### config.mk
export PLATFORM = sky130hd
export DESIGN_NAME = stm_timer
export DESIGN_NICKNAME = d
export VERILOG_FILES = /design/src/common/stm_pkg.sv /design/src/rtl/stm_timer.sv
export SDC_FILE = /design/constraint.sdc
export NUM_CORES = 1
export LEC_CHECK = 0
export ABC_AREA = 1
export CAP_MARGIN = 20
export CORE_MARGIN = 2
export CORE_UTILIZATION = 58
export CTS_CLUSTER_SIZE = 14
export DETAILED_ROUTE_END_ITERATION = 7
export DONT_BUFFER_PORTS = 1
export PLACE_DENSITY = 0.76
export SYNTH_ARGS = -nofsm -noshare
export SYNTH_HDL_FRONTEND = slang
export SYNTH_SLANG_ARGS = --single-unit
### constraint.sdc
create_clock -name CLK -period 1.85 [get_ports CLK]
set_clock_uncertainty 0.1 [all_clocks]
set_input_delay 0.0925 -clock CLK [delete_from_list [all_inputs] [get_ports CLK]]
set_output_delay 0.0925 -clock CLK [all_outputs]
set_load 0.05 [all_outputs]
### src/common/stm_pkg.sv
// Constants and types for the standard timer block
`default_nettype none
package stm_pkg;
    localparam int          CNT_W       = 10;
    localparam int          TICK_DIV    = 4;
    localparam logic [7:0]  OFS_CTRL0   = 8'h00;
    localparam logic [7:0]  OFS_CTRL1   = 8'h04;
    localparam logic [7:0]  OFS_COUNT   = 8'h08;
    localparam logic [7:0]  OFS_CMPA    = 8'h0C;
    localparam logic [7:0]  OFS_FLAGS   = 8'h10;
    localparam int          ON_BIT      = 3;
    localparam int          FLAG_A_BIT  = 0;
    localparam int          FLAG_P_BIT  = 1;
    localparam logic [3:0]  CTRL0_RST   = 4'h0;
    localparam logic [7:0]  CTRL1_RST   = 8'h00;
    localparam logic [9:0]  CMPA_RST    = 10'h000;
    localparam logic [9:0]  CNT_MAX     = 10'h3FF;
    localparam logic [10:0] FULL_SPAN   = 11'h400;
    localparam logic [1:0]  RESP_OKAY   = 2'b00;
    localparam logic [1:0]  RESP_SLVERR = 2'b10;

    typedef enum logic [1:0] {MODE_CMP, MODE_CAP, MODE_PWM, MODE_TMR} stm_mode_t;

    typedef struct packed {
        stm_mode_t  mode;
        logic [1:0] pin_function;
        logic       output_level_control;
        logic       output_invert;
        logic       period_duty_swap;
        logic       clear_source_select;
    } stm_ctrl1_t;
endpackage
`default_nettype wire

### src/rtl/stm_timer.sv
// Standard 10-bit timer with compare, capture and PWM modes behind AXI4-Lite
//
// Design decisions made here: the AXI4-Lite interface to the registers and the register addresses.
`default_nettype none
module stm_timer
    import stm_pkg::*;
#(
    parameter int TICK_DIVIDE = TICK_DIV
) (
    input  wire logic        CLK,
    input  wire logic        NRST,
    input  wire logic [7:0]  S_AXI_AWADDR,
    input  wire logic        S_AXI_AWVALID,
    output logic             S_AXI_AWREADY,
    input  wire logic [31:0] S_AXI_WDATA,
    input  wire logic [3:0]  S_AXI_WSTRB,
    input  wire logic        S_AXI_WVALID,
    output logic             S_AXI_WREADY,
    output logic [1:0]       S_AXI_BRESP,
    output logic             S_AXI_BVALID,
    input  wire logic        S_AXI_BREADY,
    input  wire logic [7:0]  S_AXI_ARADDR,
    input  wire logic        S_AXI_ARVALID,
    output logic             S_AXI_ARREADY,
    output logic [31:0]      S_AXI_RDATA,
    output logic [1:0]       S_AXI_RRESP,
    output logic             S_AXI_RVALID,
    input  wire logic        S_AXI_RREADY,
    input  wire logic        TIMER_PIN_IN,
    output logic             TIMER_PIN_OUT,
    output logic             TIMER_PIN_OE,
    output logic             MATCH_A_FLAG,
    output logic             MATCH_P_FLAG
);
    // Bus state
    logic [7:0]  aw_addr,  next_aw_addr;
    logic        aw_full,  next_aw_full;
    logic [31:0] w_data,   next_w_data;
    logic [3:0]  w_strb,   next_w_strb;
    logic        w_full,   next_w_full;
    logic        bvalid,   next_bvalid;
    logic [1:0]  bresp,    next_bresp;
    logic        rvalid,   next_rvalid;
    logic [31:0] rdata,    next_rdata;
    logic [1:0]  rresp,    next_rresp;
    // Timer state
    logic [3:0]  ctrl0,    next_ctrl0;
    stm_ctrl1_t  ctrl1,    next_ctrl1;
    logic [9:0]  cmpa,     next_cmpa;
    logic [9:0]  cnt,      next_cnt;
    logic        on_q,     next_on_q;
    logic        pin_lvl,  next_pin_lvl;
    logic        flag_a,   next_flag_a;
    logic        flag_p,   next_flag_p;
    logic        pin_out,  next_pin_out;
    logic        pin_oe,   next_pin_oe;
    logic [7:0]  div,      next_div;
    logic        pin_s1;
    logic        pin_s2;
    logic        pin_s3;
    // Combinational helpers
    logic        wr_fire;
    logic        tick;
    logic        on;
    logic        on_rise;
    logic        run;
    logic [9:0]  cnt_inc;
    logic [2:0]  period;
    logic        match_a;
    logic        match_p;
    logic        clr;
    logic        single;
    logic        cap_evt;
    logic        pwm_act;
    logic [10:0] duty;
    logic        lvl;
    logic        a_hit;
    logic        set_a;
    logic        set_p;

    function automatic logic [31:0] read_mux(input logic [7:0] a);
        case (a)
            OFS_CTRL0: read_mux = {28'h000_0000, ctrl0};
            OFS_CTRL1: read_mux = {24'h00_0000, ctrl1};
            OFS_COUNT: read_mux = {22'h00_0000, cnt};
            OFS_CMPA:  read_mux = {22'h00_0000, cmpa};
            OFS_FLAGS: read_mux = {30'h0000_0000, flag_p, flag_a};
            default:   read_mux = 32'h0000_0000;
        endcase
    endfunction

    function automatic logic known(input logic [7:0] a);
        known = (a == OFS_CTRL0) || (a == OFS_CTRL1) || (a == OFS_COUNT) || (a == OFS_CMPA) || (a == OFS_FLAGS);
    endfunction

    assign S_AXI_AWREADY = !aw_full && !bvalid;
    assign S_AXI_WREADY  = !w_full && !bvalid;
    assign S_AXI_BVALID  = bvalid;
    assign S_AXI_BRESP   = bresp;
    assign S_AXI_ARREADY = !rvalid;
    assign S_AXI_RVALID  = rvalid;
    assign S_AXI_RDATA   = rdata;
    assign S_AXI_RRESP   = rresp;
    assign TIMER_PIN_OUT = pin_out;
    assign TIMER_PIN_OE  = pin_oe;
    assign MATCH_A_FLAG  = flag_a;
    assign MATCH_P_FLAG  = flag_p;

    // Tick, match and capture decode
    always_comb begin
        wr_fire = aw_full && w_full && !bvalid;
        tick    = (div == 8'(TICK_DIVIDE - 1));
        on      = ctrl0[ON_BIT];
        on_rise = on && !on_q;
        run     = on && tick && !on_rise;
        cnt_inc = cnt + 10'h001;
        period  = ctrl0[2:0];
        single  = (ctrl1.mode == MODE_PWM) && (ctrl1.pin_function == 2'b11);
        match_a = (cnt_inc == cmpa);
        match_p = (period != 3'h0) ? ((cnt_inc[9:7] == period) && (cnt_inc[6:0] == 7'h00)) : (cnt == CNT_MAX);
        unique case (ctrl1.mode)
            MODE_CMP, MODE_TMR: clr = ctrl1.clear_source_select ? match_a : match_p;
            MODE_PWM:           clr = single ? 1'b0 : (ctrl1.period_duty_swap ? match_a : match_p);
            MODE_CAP:           clr = match_p;
        endcase
        unique case (ctrl1.pin_function)
            2'b00: cap_evt = pin_s2 && !pin_s3;
            2'b01: cap_evt = !pin_s2 && pin_s3;
            2'b10: cap_evt = pin_s2 != pin_s3;
            2'b11: cap_evt = 1'b0;
        endcase
        cap_evt = cap_evt && on && (ctrl1.mode == MODE_CAP);
        if (ctrl1.period_duty_swap) begin
            duty = (period == 3'h0) ? FULL_SPAN : {1'b0, period, 7'h00};
        end else begin
            duty = {1'b0, cmpa};
        end
        pwm_act = ({1'b0, cnt} < duty);
        a_hit   = run && match_a && (ctrl1.mode != MODE_CAP);
        set_a   = a_hit || cap_evt;
        set_p   = run && match_p && !single
                  && !(((ctrl1.mode == MODE_CMP) || (ctrl1.mode == MODE_TMR)) && ctrl1.clear_source_select);
        unique case (ctrl1.pin_function)
            2'b00: lvl = !ctrl1.output_level_control;
            2'b01: lvl = ctrl1.output_level_control;
            2'b10: lvl = pwm_act ? ctrl1.output_level_control : !ctrl1.output_level_control;
            2'b11: lvl = on ? ctrl1.output_level_control : !ctrl1.output_level_control;
        endcase
        if (ctrl1.mode == MODE_CMP) begin
            lvl = pin_lvl;
        end
    end

    // Next state of bus and timer
    always_comb begin
        next_aw_addr = aw_addr;
        next_aw_full = aw_full;
        next_w_data  = w_data;
        next_w_strb  = w_strb;
        next_w_full  = w_full;
        next_bvalid  = bvalid;
        next_bresp   = bresp;
        next_rvalid  = rvalid;
        next_rdata   = rdata;
        next_rresp   = rresp;
        next_ctrl0   = ctrl0;
        next_ctrl1   = ctrl1;
        next_cmpa    = cmpa;
        next_cnt     = cnt;
        next_on_q    = on;
        next_pin_lvl = pin_lvl;
        next_flag_a  = flag_a;
        next_flag_p  = flag_p;
        next_div     = tick ? 8'h00 : div + 8'h01;
        if (S_AXI_AWVALID && S_AXI_AWREADY) begin
            next_aw_addr = S_AXI_AWADDR;
            next_aw_full = 1'b1;
        end
        if (S_AXI_WVALID && S_AXI_WREADY) begin
            next_w_data = S_AXI_WDATA;
            next_w_strb = S_AXI_WSTRB;
            next_w_full = 1'b1;
        end
        if (bvalid && S_AXI_BREADY) begin
            next_bvalid = 1'b0;
        end
        if (rvalid && S_AXI_RREADY) begin
            next_rvalid = 1'b0;
        end
        if (S_AXI_ARVALID && !rvalid) begin
            next_rvalid = 1'b1;
            next_rdata  = read_mux(S_AXI_ARADDR);
            next_rresp  = known(S_AXI_ARADDR) ? RESP_OKAY : RESP_SLVERR;
        end
        if (on_rise) begin
            next_cnt = 10'h000;
        end else if (run) begin
            next_cnt = clr ? 10'h000 : cnt_inc;
        end
        if (single && a_hit) begin
            next_ctrl0[ON_BIT] = 1'b0;
        end
        if (on_rise) begin
            next_pin_lvl = ctrl1.output_level_control;
        end else if ((ctrl1.mode == MODE_CMP) && a_hit) begin
            unique case (ctrl1.pin_function)
                2'b00: next_pin_lvl = pin_lvl;
                2'b01: next_pin_lvl = 1'b0;
                2'b10: next_pin_lvl = 1'b1;
                2'b11: next_pin_lvl = !pin_lvl;
            endcase
        end
        if (cap_evt) begin
            next_cmpa = cnt;
        end
        if (wr_fire) begin
            next_aw_full = 1'b0;
            next_w_full  = 1'b0;
            next_bvalid  = 1'b1;
            next_bresp   = known(aw_addr) ? RESP_OKAY : RESP_SLVERR;
            if (w_strb[0]) begin
                unique case (aw_addr)
                    OFS_CTRL0: next_ctrl0 = w_data[3:0];
                    OFS_CTRL1: next_ctrl1 = stm_ctrl1_t'(w_data[7:0]);
                    OFS_CMPA:  next_cmpa[7:0] = w_data[7:0];
                    OFS_FLAGS: begin
                        next_flag_a = flag_a && !w_data[FLAG_A_BIT];
                        next_flag_p = flag_p && !w_data[FLAG_P_BIT];
                    end
                    default: ;
                endcase
            end
            if (w_strb[1] && (aw_addr == OFS_CMPA)) begin
                next_cmpa[9:8] = w_data[9:8];
            end
        end
        next_flag_a = next_flag_a || set_a;
        next_flag_p = next_flag_p || set_p;
        next_pin_out = ((ctrl1.mode == MODE_CMP) || (ctrl1.mode == MODE_PWM)) && (lvl ^ ctrl1.output_invert);
        next_pin_oe  = (ctrl1.mode == MODE_CMP) || (ctrl1.mode == MODE_PWM);
    end

    always_ff @(posedge CLK or negedge NRST) begin
        if (!NRST) begin
            aw_addr <= 8'h00;
            aw_full <= 1'b0;
            w_data  <= 32'h0000_0000;
            w_strb  <= 4'h0;
            w_full  <= 1'b0;
            bvalid  <= 1'b0;
            bresp   <= RESP_OKAY;
            rvalid  <= 1'b0;
            rdata   <= 32'h0000_0000;
            rresp   <= RESP_OKAY;
            ctrl0   <= CTRL0_RST;
            ctrl1   <= stm_ctrl1_t'(CTRL1_RST);
            cmpa    <= CMPA_RST;
            cnt     <= 10'h000;
            on_q    <= 1'b0;
            pin_lvl <= 1'b0;
            flag_a  <= 1'b0;
            flag_p  <= 1'b0;
            pin_out <= 1'b0;
            pin_oe  <= 1'b0;
            div     <= 8'h00;
            pin_s1  <= 1'b0;
            pin_s2  <= 1'b0;
            pin_s3  <= 1'b0;
        end else begin
            aw_addr <= next_aw_addr;
            aw_full <= next_aw_full;
            w_data  <= next_w_data;
            w_strb  <= next_w_strb;
            w_full  <= next_w_full;
            bvalid  <= next_bvalid;
            bresp   <= next_bresp;
            rvalid  <= next_rvalid;
            rdata   <= next_rdata;
            rresp   <= next_rresp;
            ctrl0   <= next_ctrl0;
            ctrl1   <= next_ctrl1;
            cmpa    <= next_cmpa;
            cnt     <= next_cnt;
            on_q    <= next_on_q;
            pin_lvl <= next_pin_lvl;
            flag_a  <= next_flag_a;
            flag_p  <= next_flag_p;
            pin_out <= next_pin_out;
            pin_oe  <= next_pin_oe;
            div     <= next_div;
            pin_s1  <= TIMER_PIN_IN;
            pin_s2  <= pin_s1;
            pin_s3  <= pin_s2;
        end
    end
endmodule
`default_nettype wire

==> flow_summary.ini <==
[synth]
syn_inst = 625
synth_edf_count = 0
synth_xor_area_share_pct = 1.242
synthesis.yosys.warnings = 0
async_flop_share_pct = 100.0
synth_seq_cells = 85
yosys_most_used_dff = dfrtp_1
netlist_area_mm2 = 0.004937
synth-compound-area-share_pct = 11.02
ys_types = 42
synth_top_area_share_pct = 43.08
synth_top_family_by_area = simple AND/OR/NAND/NOR gates
yosysSeqAreaShare_pct = 43.08
synth-simple-area-share_pct = 27.29
synth_top_area_cell = dfrtp_1
syn_area_per_cell_um2 = 7.900
synthAdderAreaFrac_pct = 4.308
synth_top_cells_by_area = dfrtp_1 43%, nand2_1 11%, inv_1 5.5%, o21ai_0 5.0%, nor2_1 4.6%
synth.area.mux_share_pct = 2.509

[route]
drc = 0
via_count = 4724
vias_per_cell = 5.577
routed-wl-met3_mm = 1.155
routed.top_layer = met4
ant_nets = 0
first_pass_iters = 6
routed-wl-met2_mm = 6.956
wirelength_mm = 14.30
met1Wirelength_mm = 5.897
wl_per_cell_um = 16.88
first_iter_violations = 397

[timing]
max_freq_mhz = 457.1
worst_pin_slew_ps = 968.3
hold_ws_ps = -694.8
setup_ws_ps = -337.6
slew_headroom_pct = 35.44
post-route-min-period_ps = 2188
post-route-period-util_pct = 118.2
drv_slew = 0
rsz0062_at_grt = yes
finalSetupViolCount = 15
hold_viol_final = 85

[global_route]
gr-total-overflow = 0
grt_pass1_wl_mm = 22.14
grt_usage_pct = 31.81
grt_max_degree = 86
antenna_found_initial = 0
first_global_vias = 4526

[clock_network]
ctsHtreeMaxLevel = 3
root_buffer = clkbuf_8
clockBufferDepth = 2
clk_pin_slew_worst_paths_ps = 100
cts_made_buffers = 9
clock-sinks = 85
cts_tree = yes
clkLatencyLatePin_ps = 370
postCtsHoldBufs = 26

[worst_setup_path]
crit_arrival_ps = 2340
endpoint_kind = flip-flop
cp_max_fo = 6
worst-r2r-setup-slack_ps = -340
critPathRequiredTime_ps = 2000
path_class = flip-flop to flip-flop
start_kind = flip-flop

[run]
max_cap_viol_count = 0

[power]
ir_drop_mv = 1.021
leakage_uw = 0.003167
p_total_uw = 6008
power.density_mw_per_mm2 = 933.3

[floorplanning]
num_rows = 33
fp.dieH_um = 96.27
die_w_um = 96.27
core_mm2 = 0.008217
start_util_pct = 60.09
pin_count = 105
die_area_mm2 = 0.009267

[run_status]
failed_checks = hold timing, setup timing
status = complete, but fails checks

[finish]
final.fill_count = 552
stdcell_count = 847
final_util_pct = 78.35
final_cell_mix = 128 x nand2_1, 80 x dfrtp_1, 78 x buf_4
nets = 814
multiInputGateArea_mm2 = 0.002710
final-seq-area_mm2 = 0.002133
diodes = 0
mostFrequentLayoutCell = nand2_1
area_delta_synth_final_pct = 30.39
fin_area_mm2 = 0.006437
drive_gt1_share_pct = 28.44

[placement]
port_buffers = 0
placedInstanceArea_mm2 = 0.005557
place_ws_ps = -306.6
finalWeightedCongestion = 0.9834
dp.final_hpwl_mm = 9.947
place_inst = 792

[worst_hold_path]
hold_class = input port to asynchronous set/reset pin
[through the flow]
stage | hold WS, ps | setup TNS, ps
finish | -694.8 | -4273
global route | -707.0 | -6834
CTS | -697.3 | -3563
detailed placement | -301.3 | -3608
global placement | -301.5 | -2986
floorplan | -303.1 | -949.2
[report_power, final]
group	internal [uW]	total (uW)	switching [uW]
clock	654	1430	777
combinational	736	2030	1290
sequential	2210	2550	342
[worst paths after layout]
| check | start | depth (start not counted) | end |
|---|---|---|---|
| max in group asynchronous | NRST | 0 | ctrl1[1]$_DFFE_PN0P_ |
| setup reg to reg | ctrl1[1]$_DFFE_PN0P_ | 15 | TIMER_PIN_OUT$_DFF_PN0_ |
| hold reg to reg | pin_s1$_DFF_PN0_ | 0 | pin_s2$_DFF_PN0_ |
| min in group CLK | S_AXI_AWVALID | 2 | aw_full$_DFFE_PN0P_ |
| hold / removal | NRST | 0 | S_AXI_RDATA[8]$_DFFE_PN0P_ |
| setup / recovery | ctrl1[1]$_DFFE_PN0P_ | 15 | TIMER_PIN_OUT$_DFF_PN0_ |
[cells in the mapped netlist, types with 2 or more instances]
| library cell | number |
|---|---|
| ha_1 | 17 |
| a221oi_1 | 3 |
| nor2_1 | 61 |
| o211ai_1 | 3 |
| a21oi_1 | 26 |
| buf_2 | 2 |
| a31oi_1 | 2 |
| nand4_1 | 6 |
| nor3_1 | 6 |
| or2_2 | 2 |
| nand3_2 | 3 |
| nand2_4 | 3 |
| nand3_1 | 42 |
| inv_2 | 2 |
| nand2_1 | 146 |
| o21ai_2 | 2 |
| nand3b_1 | 4 |
| nor2_2 | 2 |
| clkbuf_1 | 10 |
| dfrtp_1 | 85 |
| o21ai_0 | 49 |
| inv_1 | 73 |
| clkinv_1 | 2 |
| a22oi_1 | 2 |
| nor4_1 | 2 |
| buf_4 | 24 |
| nor2_4 | 3 |
| mux2_2 | 11 |
| nand2_2 | 9 |
| o22ai_1 | 6 |
| xor2_1 | 4 |
| xnor2_1 | 3 |
[flip-flops by register name, indices dropped and copies added (netlist names), 2 cells and up]
register and count:
S_AXI_RDATA 10, aw_addr 8, cmpa 10, cnt 10, ctrl0 4, ctrl1 8, div 8, w_data 10
w_strb 2
[critical path: stages (launching register included)]
cell and delay [ps]:
dfrtp_2 480, nand2_1 80, o21ai_1 70, ha_1 310
a21oi_1 150, nor2_1 50, o21ai_1 130, inv_1 90
a21oi_2 160, nand2_1 80, nand2_1 70, nand3_2 60
nand2_2 90, nand3_2 70, nand2_2 70, nor2_2 40
[area by class of cell]
type	count	area share [%]
clock inverters	7	1.399
repair buffers	112	14.89
inverters	77	4.509
multi-input cells	452	42.10
well taps	105	2.041
clock buffers	9	1.924
flip-flops and latches	85	33.14
[layer usage]
metal  vias up  GRT usage [%]
met5         -              0
met4         0          11.19
met3        25          4.620
met2       246          53.36
met1      2243          41.98
li1       2210              -
[timing repair]
item / in CTS / in global routing
setup endpoints to repair: 17 / 26
hold endpoints to repair: 114 / 85
pin swaps: 10 / 9
gates resized for setup: 34 / 62
setup buffers: 5 / 4
gates cloned: 2 / 2
[logic make-up (layout without fill, tap and decap cells)]
group,count (synthesis),after routing
AOI/OAI and AO/OA,98,98
xor gates and xnor gates,7,7
adders and majority gates,17,17
buffers and inverters,113,205
DFF,85,85
muxes,11,11
other,1,24
and+or+nand+nor,293,295
(Power assumes the default switching activity.)
